### config.mk
export PLATFORM = sky130hd
export DESIGN_NAME = vtfg_top
export DESIGN_NICKNAME = d
export VERILOG_FILES = /design/src/vtfg_pkg.sv /design/src/vtfg_capture.sv /design/src/vtfg_top.sv
export SDC_FILE = /design/constraint.sdc
export NUM_CORES = 1
export LEC_CHECK = 0
export ABC_CLOCK_PERIOD_IN_PS = 6290
export BUFFER_PORTS_ARGS = -buffer_cell sky130_fd_sc_hd__buf_2
export CAP_MARGIN = 20
export CORE_MARGIN = 10
export CORE_UTILIZATION = 25
export CTS_CLUSTER_DIAMETER = 30
export CTS_CLUSTER_SIZE = 28
export DETAILED_ROUTE_END_ITERATION = 8
export GPL_ROUTABILITY_DRIVEN = 1
export PLACE_DENSITY = 0.49
export SETUP_SLACK_MARGIN = 0.4
export SLEW_MARGIN = 25
export SYNTH_ARGS = -nofsm -noshare
export SYNTH_HDL_FRONTEND = slang
export SYNTH_HIERARCHICAL = 1
export SYNTH_SLANG_ARGS = --single-unit
### constraint.sdc
create_clock -name clock -period 6.29 [get_ports clock]
set_clock_uncertainty 0.05 [all_clocks]
set_input_delay 0.629 -clock clock [delete_from_list [all_inputs] [get_ports clock]]
set_output_delay 0.629 -clock clock [all_outputs]
set_load 0.01 [all_outputs]
### src/vtfg_pkg.sv
`default_nettype none

package vtfg_pkg;

	// ----------------------------------------------------------------
	// widths
	// ----------------------------------------------------------------
	localparam int IDX_W = 13;

	// ----------------------------------------------------------------
	// register offsets
	// ----------------------------------------------------------------
	localparam logic [7:0] OFS_DET_FIELD1_VSYNC_LINES = 8'h4c;
	localparam logic [7:0] OFS_DET_FIELD1_VSYNC_CYCLES = 8'h50;
	localparam logic [7:0] OFS_GEN_VISIBLE_DIMENSIONS = 8'h60;
	localparam logic [7:0] OFS_GEN_EVENT_FLAGS = 8'h64;
	localparam logic [7:0] OFS_GEN_FORMAT_CONFIG = 8'h68;

	// ----------------------------------------------------------------
	// field positions
	// ----------------------------------------------------------------
	localparam int POS_END_LSB = 16;
	localparam int POS_START_LSB = 0;
	localparam int POS_HEIGHT_LSB = 16;
	localparam int POS_WIDTH_LSB = 0;
	localparam int POS_PICTURE_START_FLAG = 2;
	localparam int POS_VERT_BLANK_START_FLAG = 1;
	localparam int POS_CHROMA_PARITY_LSB = 8;
	localparam int POS_FIELD_IDENT_LEVEL = 7;
	localparam int POS_SCAN_INTERLACED = 6;
	localparam int POS_FORMAT_LSB = 0;

	// ----------------------------------------------------------------
	// writable bits and reset values
	// ----------------------------------------------------------------
	localparam logic [31:0] WMASK_VISIBLE_DIMENSIONS = 32'h1fff_1fff;
	localparam logic [31:0] WMASK_FORMAT_CONFIG = 32'h0000_034f;
	localparam logic [31:0] RST_VISIBLE_DIMENSIONS = 32'h0000_0000;
	localparam logic [31:0] RST_FORMAT_CONFIG = 32'h0000_0000;

	// ----------------------------------------------------------------
	// format codes and generator frame totals
	// ----------------------------------------------------------------
	localparam logic [3:0] FMT_YUV420 = 4'h3;
	localparam logic [12:0] GEN_TOTAL_CYCLES = 13'h0100;
	localparam logic [12:0] GEN_TOTAL_LINES = 13'h0040;

	// ----------------------------------------------------------------
	// carriers and state
	// ----------------------------------------------------------------
	typedef struct packed {
		logic write;
		logic read;
		logic [7:0] addr;
		logic [31:0] wdata;
	} vtfg_reg_req_type;

	typedef struct packed {
		logic valid;
		logic [31:0] data;
	} vtfg_reg_rsp_type;

	typedef struct packed {
		logic active_video;
		logic vert_blank;
		logic active_chroma;
		logic field_id;
	} vtfg_timing_type;

	typedef struct packed {
		logic armed;
		logic [12:0] value;
	} vtfg_capture_state_type;

	typedef struct packed {
		logic [2:0] vs_pipe;
		logic [2:0] hs_pipe;
		logic [2:0] fid_pipe;
		logic vs;
		logic hs;
		logic fid;
		logic [12:0] det_cycle;
		logic [12:0] det_line;
		logic [31:0] dims;
		logic [31:0] fmt;
		logic [1:0] flags;
		logic [12:0] gen_h;
		logic [12:0] gen_v;
		logic gen_field;
		vtfg_timing_type timing;
		vtfg_reg_rsp_type rsp;
	} vtfg_state_type;

endpackage : vtfg_pkg

`default_nettype wire

### src/vtfg_capture.sv
`default_nettype none

module vtfg_capture
(
	input wire logic clock,
	input wire logic rst_sync_b,
	input wire logic arm,
	input wire logic hit,
	input wire logic [12:0] index,
	output logic [12:0] captured
);
	import vtfg_pkg::*;

	vtfg_capture_state_type s;
	vtfg_capture_state_type next_s;

	// ----------------------------------------------------------------
	// keep only the first hit after each arm
	// ----------------------------------------------------------------
	always_comb
	begin
		next_s = s;
		if (hit && s.armed)
		begin
			next_s.value = index;
			next_s.armed = 1'b0;
		end
		else if (arm)
		begin
			next_s.armed = 1'b1;
		end
	end

	always_ff @(posedge clock or negedge rst_sync_b)
	begin
		if (!rst_sync_b)
		begin
			s <= '0;
		end
		else
		begin
			s <= next_s;
		end
	end

	assign captured = s.value;

endmodule : vtfg_capture

`default_nettype wire

### src/vtfg_top.sv
// Overview of operation
// - report field-1 line where vsync input first deasserts, bits 28:16.
// - report field-1 line where vsync input first asserts, bits 12:0.
// - report field-1 cycle where vsync input first deasserts, bits 28:16.
// - report field-1 cycle where vsync input first asserts, bits 12:0.
// - visible height in lines comes from bits 28:16 of size register.
// - visible width in clock cycles comes from bits 12:0 of size register.
// - flag bit 2 set in first cycle active video output asserts.
// - flag bit 1 set in first cycle vertical blank output asserts.
// - chroma parity picks even or odd lines, every or even pixels.
// - bit 7 reads field identifier input level.
// - bit 6 selects progressive or interlaced generated timing.
// - formats 0, 1, 2 make chroma active exactly with active video.
// - format 3 makes chroma active only on every other active line.

`default_nettype none

module vtfg_top
(
	input wire logic clock,
	input wire logic rst_b,
	input wire vtfg_pkg::vtfg_reg_req_type reg_req,
	output var vtfg_pkg::vtfg_reg_rsp_type reg_rsp,
	input wire logic vsync_in,
	input wire logic hsync_in,
	input wire logic field_id_in,
	output var vtfg_pkg::vtfg_timing_type timing_out
);
	import vtfg_pkg::*;

	logic [1:0] rst_pipe;
	logic rst_sync_b;
	vtfg_state_type s;
	vtfg_state_type next_s;
	logic field1_arm;
	logic vs_rise;
	logic vs_fall;
	logic [12:0] start_line;
	logic [12:0] end_line;
	logic [12:0] start_cycle;
	logic [12:0] end_cycle;
	logic h_wrap;
	logic v_wrap;
	logic line_ok;
	logic pixel_ok;
	logic [31:0] clear_bits;

	// ----------------------------------------------------------------
	// reset release
	// ----------------------------------------------------------------
	always_ff @(posedge clock or negedge rst_b)
	begin
		if (!rst_b)
		begin
			rst_pipe <= 2'h0;
		end
		else
		begin
			rst_pipe <= {rst_pipe[0], 1'b1};
		end
	end

	assign rst_sync_b = rst_pipe[1];

	// ----------------------------------------------------------------
	// next state
	// ----------------------------------------------------------------
	always_comb
	begin
		next_s = s;
		field1_arm = 1'b0;
		vs_rise = 1'b0;
		vs_fall = 1'b0;
		h_wrap = 1'b0;
		v_wrap = 1'b0;
		line_ok = 1'b0;
		pixel_ok = 1'b0;
		clear_bits = 32'h0000_0000;

		// input synchronisers, change taken once stages two and three agree
		next_s.vs_pipe = {s.vs_pipe[1:0], vsync_in};
		next_s.hs_pipe = {s.hs_pipe[1:0], hsync_in};
		next_s.fid_pipe = {s.fid_pipe[1:0], field_id_in};
		if (s.vs_pipe[1] == s.vs_pipe[2])
		begin
			next_s.vs = s.vs_pipe[2];
		end
		if (s.hs_pipe[1] == s.hs_pipe[2])
		begin
			next_s.hs = s.hs_pipe[2];
		end
		if (s.fid_pipe[1] == s.fid_pipe[2])
		begin
			next_s.fid = s.fid_pipe[2];
		end

		// detector position counters
		if (next_s.hs && !s.hs)
		begin
			next_s.det_cycle = 13'h0000;
			next_s.det_line = s.det_line + 13'h0001;
		end
		else
		begin
			next_s.det_cycle = s.det_cycle + 13'h0001;
		end
		if (next_s.fid != s.fid)
		begin
			next_s.det_line = 13'h0000;
		end
		field1_arm = next_s.fid && !s.fid;
		vs_rise = s.fid && next_s.vs && !s.vs;
		vs_fall = s.fid && !next_s.vs && s.vs;

		// generator counters
		h_wrap = (s.gen_h >= GEN_TOTAL_CYCLES - 13'h0001);
		v_wrap = (s.gen_v >= GEN_TOTAL_LINES - 13'h0001);
		if (h_wrap)
		begin
			next_s.gen_h = 13'h0000;
			if (v_wrap)
			begin
				next_s.gen_v = 13'h0000;
				next_s.gen_field = s.fmt[POS_SCAN_INTERLACED] && !s.gen_field;
			end
			else
			begin
				next_s.gen_v = s.gen_v + 13'h0001;
			end
		end
		else
		begin
			next_s.gen_h = s.gen_h + 13'h0001;
		end

		// generated timing from visible size
		next_s.timing.active_video =
			(next_s.gen_h < s.dims[POS_WIDTH_LSB +: IDX_W]) &&
			(next_s.gen_v < s.dims[POS_HEIGHT_LSB +: IDX_W]);
		next_s.timing.vert_blank = (next_s.gen_v >= s.dims[POS_HEIGHT_LSB +: IDX_W]);
		next_s.timing.field_id = s.fmt[POS_SCAN_INTERLACED] && next_s.gen_field;

		// chroma activity
		line_ok = (next_s.gen_v[0] == s.fmt[POS_CHROMA_PARITY_LSB]);
		pixel_ok = !s.fmt[POS_CHROMA_PARITY_LSB + 1] || !next_s.gen_h[0];
		if (s.fmt[POS_FORMAT_LSB +: 4] == FMT_YUV420)
		begin
			next_s.timing.active_chroma = next_s.timing.active_video && line_ok && pixel_ok;
		end
		else
		begin
			next_s.timing.active_chroma = next_s.timing.active_video;
		end

		// register writes, reserved bits masked off
		if (reg_req.write)
		begin
			unique case (reg_req.addr)
				OFS_GEN_VISIBLE_DIMENSIONS:
				begin
					next_s.dims = reg_req.wdata & WMASK_VISIBLE_DIMENSIONS;
				end
				OFS_GEN_FORMAT_CONFIG:
				begin
					next_s.fmt = reg_req.wdata & WMASK_FORMAT_CONFIG;
				end
				OFS_GEN_EVENT_FLAGS:
				begin
					clear_bits = reg_req.wdata;
				end
				default:
				begin
					clear_bits = 32'h0000_0000;
				end
			endcase
		end

		// sticky flags, write one clears, new event wins
		next_s.flags[1] = (s.flags[1] && !clear_bits[POS_PICTURE_START_FLAG]) ||
			(next_s.timing.active_video && !s.timing.active_video);
		next_s.flags[0] = (s.flags[0] && !clear_bits[POS_VERT_BLANK_START_FLAG]) ||
			(next_s.timing.vert_blank && !s.timing.vert_blank);

		// register reads, unmapped and reserved bits read zero
		next_s.rsp.valid = reg_req.read;
		if (reg_req.read)
		begin
			unique case (reg_req.addr)
				OFS_DET_FIELD1_VSYNC_LINES:
				begin
					next_s.rsp.data = {3'h0, end_line, 3'h0, start_line};
				end
				OFS_DET_FIELD1_VSYNC_CYCLES:
				begin
					next_s.rsp.data = {3'h0, end_cycle, 3'h0, start_cycle};
				end
				OFS_GEN_VISIBLE_DIMENSIONS:
				begin
					next_s.rsp.data = s.dims;
				end
				OFS_GEN_EVENT_FLAGS:
				begin
					next_s.rsp.data = {29'h0000_0000, s.flags, 1'b0};
				end
				OFS_GEN_FORMAT_CONFIG:
				begin
					next_s.rsp.data = s.fmt;
					next_s.rsp.data[POS_FIELD_IDENT_LEVEL] = s.fid;
				end
				default:
				begin
					next_s.rsp.data = 32'h0000_0000;
				end
			endcase
		end
	end

	// ----------------------------------------------------------------
	// state register
	// ----------------------------------------------------------------
	always_ff @(posedge clock or negedge rst_sync_b)
	begin
		if (!rst_sync_b)
		begin
			s <= '0;
			s.dims <= RST_VISIBLE_DIMENSIONS;
			s.fmt <= RST_FORMAT_CONFIG;
		end
		else
		begin
			s <= next_s;
		end
	end

	// ----------------------------------------------------------------
	// field-1 vertical sync position captures
	// ----------------------------------------------------------------
	vtfg_capture u_start_line
	(
		.clock(clock),
		.rst_sync_b(rst_sync_b),
		.arm(field1_arm),
		.hit(vs_rise),
		.index(next_s.det_line),
		.captured(start_line)
	);

	vtfg_capture u_end_line
	(
		.clock(clock),
		.rst_sync_b(rst_sync_b),
		.arm(field1_arm),
		.hit(vs_fall),
		.index(next_s.det_line),
		.captured(end_line)
	);

	vtfg_capture u_start_cycle
	(
		.clock(clock),
		.rst_sync_b(rst_sync_b),
		.arm(field1_arm),
		.hit(vs_rise),
		.index(next_s.det_cycle),
		.captured(start_cycle)
	);

	vtfg_capture u_end_cycle
	(
		.clock(clock),
		.rst_sync_b(rst_sync_b),
		.arm(field1_arm),
		.hit(vs_fall),
		.index(next_s.det_cycle),
		.captured(end_cycle)
	);

	assign reg_rsp = s.rsp;
	assign timing_out = s.timing;

endmodule : vtfg_top

`default_nettype wire

== After elaboration in Yosys (flattened, before gate mapping) ==
Cells that the tools add are included.

* Input bits: 47
* Bits in registers: 195
* Logic and storage cells: 107
* Output and inout bits: 37

* Reductions and logical operators: 39
* Add/subtract/negate cells: 4
* Mux-type cells: 19
* Order comparisons: 5
* Equality and inequality tests: 11

{| class="wikitable"
|+ Operators by type and width
! kind !! count
|-
| case mux 29 bit (5 select lines) || 1
|-
| 2-to-1 mux 13 bit || 5
|-
| adder 13 x 1 -> 13 bit, second input constant || 4
|-
| == test 8 x 7 -> 1 bit, second input constant || 5
|-
| < comparator 13 bit || 2
|-
| logical AND 1 bit || 19
|-
| 2-to-1 mux 14 bit || 1
|-
| greater-or-equal comparator 13 bit || 1
|-
| greater-or-equal comparator 13 x 6 -> 1 bit, second input constant || 1
|-
| greater-or-equal comparator 13 x 8 -> 1 bit, second input constant || 1
|-
| logical NOT 1 bit || 11
|-
| 2-to-1 mux 1 bit || 10
|-
| nonzero test 2 bit || 4
|-
| 2-to-1 mux 3 bit || 2
|-
| == test 1 bit || 4
|-
| == test 4 x 2 -> 1 bit, second input constant || 1
|-
| AND reduction 2 bit || 2
|-
| logical OR 1 bit || 3
|-
| != test 1 bit || 1
|}

== Longest topological paths before layout ==
* Depth after elaboration: 9
* Depth in mapped cells: 12
* Mapped depth without buffers: 12

== By module ==
The synthesis kept the hierarchy.

{| class="wikitable"
|+ By module, submodules not included
! module !! cells each !! area each (µm²) !! instances
|-
| vtfg_top || 623 || 6787.8 || 1
|-
| vtfg_capture || 44 || 663.1 || 4
|}

== Worst setup path after synthesis ==
OpenSTA, ideal clock, no wires.

* Path type: register -> register
* From: register s[51] in the netlist's numbering
* To: register s, in the netlist timing_out[1]
* Clock period less this slack: 3.127 ns
* Path slack: 3.163 ns
* Stages on the path, launching flop included: 13
* Data arrival time: 2.976 ns
* Required time: 6.139 ns
* Path through: dfrtp_1 ha_1 o2111ai_1 and2_1 clkbuf_1 nor3_1 o21a_1 ha_1 a21oi_1 o21ai_0 a221oi_1 o2111ai_1 nor4_1

{| class="wikitable"
|+ RTL lines
! element !! RTL line !! text
|-
| from (decl) || vtfg_top.sv:33 || <nowiki>vtfg_state_type s;</nowiki>
|-
| from (signal assigned) || vtfg_top.sv:231 || <nowiki>s <= next_s;</nowiki>
|}

==> results.tsv <==
metric	value	unit
run status	complete, no violations	
wire length of the first global-routing pass	36.7	mm
Final Wtd Congestion	0.766	
met2 usage in global routing	16.8	%
highest clock rate	0.250	GHz
average detailed-routed wire length per instance	17.5	um
required time worst endpoint	6.55	ns
DR pass1 iterations	6	
post-CTS clock slew at the launch and capture registers of the worst setup and hold paths	0.07	ns
Final WS setup	2.29	ns
Final Routed Wirelength	23.1	mm
Critical Path Start Type	flip-flop	
clock latency at the later pin of the worst-skew pair	0.44	ns
Setup Total Neg Slack	0	ns
most frequently used flop master after synthesis	dfrtp_1	
I/O pin total	84	
floorplan die area	0.0459	sq mm
pin count of the biggest net entering global routing	178	
gr ovfl total	0	
cell type of the slowest stage on the worst timing path	a221oi_1	
part of the Yosys area used for sequential elements	50.1	%
placement-stage worst setup slack	2.32	ns
type of element capturing the critical path	flip-flop	
Tightest Hold Check Type	flip-flop to asynchronous set/reset pin	
Final min period	4.00	ns
met3 Track Usage GR	2.07	%
Sequential cell area	0.00473	sq mm
Final Hold Violating Endpoints	0	
leading cell type in the layout, fill and taps excluded	dfrtp_1	
RSZ-0062 raised after global routing	false	
met1 capacity usage during global routing	13.5	%
worst-path cell chain	ha_1 > a21oi_1 > o211ai_1 > a21bo_2 > o21a_1 > ha_1 > a21oi_1 > o21ai_0 > a221oi_1 > o2111ai_1 > nor4_1	
buffers and inverters on the worst path	0	
Worst IR Drop VDD	0.000173	V
max_cap viols	0	
number of storage elements in the synthesis netlist	189	
count of routing violations after the opening detailed-route iteration	527	
number of port buffers	71	
fin area	0.0104	sq mm
routed vias/inst	4.36	
vias in the first global route	6031	
Syn Std Cell Area	0.00944	sq mm
HPWL reported at the end of detailed placement	16.4	mm
delay of the slowest cell on the worst path	0.58	ns
Slew @ Worst Pin	0.881	ns
type of the worst setup path	flip-flop to flip-flop	
arrival time worst endpoint	4.26	ns
busiest grt layer	met2	
static power due to leakage	4.88	nW
per-instance average area after synthesis	11.8	sq um
area growth from synthesis to layout	10.1	%
number of buffers added by the clock tree synthesis step	17	
area of the core	0.0375	sq mm
number of distinct library cell variants in the gate-level netlist after synthesis	59	
cts repair resizes	0	
clock tree from TritonCTS	built	
Die X-Extent	214	um
filler instances	3902	
total vias in the final route	5760	
Global Route Usage Sum	10.2	%
setup violation total in the final timing report	0	
clk buf depth	2	
part of the cycle the worst path needs	63.7	%
antenna violations before repair	0	
synthesized instance count	799	
Multi-input gate area	0.00373	sq mm
H-tree levels	4	
Clk Tree Root Cell	clkbuf_16	
Synth Warn #	6	
areal power density over the cells	284	mW/mm^2
relative max-transition margin	40.8	%
fin. max-slew vios	0	
share of synthesized flip-flops with an asynchronous set or reset	100	%
starting density of the core	25.2	%
floorplan row count	71	
count of clock tree sinks	189	
Antenna Cells	0	
share of post-route cells with drive strength above 1	25.6	%
commonest non-fill, non-tap cells in the layout	188 x dfrtp_1, 71 x buf_2, 62 x inv_1, 60 x mux2_4, 30 x ha_1	
die height	214	um
family with the most delay on the worst path	compound AO/OA/AOI/OAI gates	
Antenna Nets Post-Route	0	
remaining routing DRC violations	0	
Max Fanout on Critical Path	10	
final core utilization	27.7	%
placed cell area	0.00974	sq mm
layout net count	875	
number of synthesized flops with an enable pin	0	
## registers in the layout, indices dropped and copies added (netlist names)
signal / cells
u_end_cycle/captured: 13
u_start_cycle/captured: 13
u_start_cycle/s: 1
rst_pipe: 2
s: 94
u_start_line/s: 1
next_s: 6
u_end_cycle/s: 1
u_start_line/captured: 13
reg_rsp: 27
timing_out: 4
u_end_line/s: 1
u_end_line/captured: 13
## cell type report
class / instances / share of cell area (%)
Sequential cell: 189 / 45.5
Clock inverter: 15 / 1.85
Multi-Input combinational cell: 450 / 35.9
Tap cell: 511 / 6.15
Inverter: 62 / 2.24
Timing Repair Buffer: 78 / 4.26
Clock buffer: 17 / 4.09
## cell families after synthesis
group,Yosys count,share of synthesized area [%]
DFF,189,50.1
other,2,0.0796
xor gates and xnor gates,29,2.69
buffers and inverters,175,11.0
and+or+nand+nor,165,9.95
muxes,91,13.2
adders and majority gates,33,4.29
AOI/OAI and AO/OA,115,8.69
## stage by stage
step / hold WS, ns / std cells / total power [W]
final: 0.118 / 1322 / 0.00295
after global routing: 0.133 / 1322 / 0.00311
after CTS: 0.129 / 1321 / 0.00299
after detailed placement: 0.122 / 1288 / 0.00183
after global placement: 0.118 / 1288 / 0.00183
after floorplan: 0.281 / 814 / 0.00177
## Yosys cell counts, drive strengths merged, types with 5 or more instances
master    n  share of area, %
dfrtp   189                50
buf      98               8.0
mux2     85                13
inv      62               2.5
nand2    34               1.5
ha       30               4.0
nor2     28               1.1
and2     19               1.3
a222oi   18               1.9
nand3    18              0.95
o22ai    18               1.2
o21ai    17              0.90
a22oi    16               1.3
xnor2    16               1.5
clkbuf   15              0.60
a21oi    13              0.69
xor2     13               1.2
nand4    11              0.73
nor4     11               1.2
and3     10              0.66
a21o      8              0.64
nor3      8              0.48
mux2i     6              0.64
nand2b    6              0.40
o21a      6              0.48
nor2b     5              0.33
## per-layer routing
layer / wire length [um] / part of all wire [%]
met5: 0 / 0
met4: 199 / 0.86
met3: 731 / 3.2
met2: 11300 / 49
met1: 10800 / 47
## report_power, final
| part | switching [W] | internal [W] | leakage [nW] |
|---|---|---|---|
| sequential | 0.0000904 | 0.00132 | 2.52 |
| combinational | 0.000212 | 0.000190 | 2.05 |
| clock | 0.000531 | 0.000611 | 0.307 |
## path summary, 6_finish.rpt
kind | slack (ns) | end | start | depth (start not counted)
max | 2.29 | timing_out[1] | s[38] | 11
min reg2reg | 0.12 | next_s[160] | rst_pipe[1] | 0
min | 0.12 | next_s[160] | rst_pipe[1] | 0
max reg2reg | 2.29 | timing_out[1] | s[38] | 11
max in group asynchronous | 4.86 | s[41] | rst_pipe[1] | 2
min in group clock | 0.25 | next_s[160] | field_id_in | 1
## repair_timing
action	4_1_cts	5_1_grt
setup endpoints to repair	0	0
hold buffers	1	0
endpoints found under the hold margin	2	0
buffers inserted	0	0
Note: power is estimated with default switching activity, not from simulation.
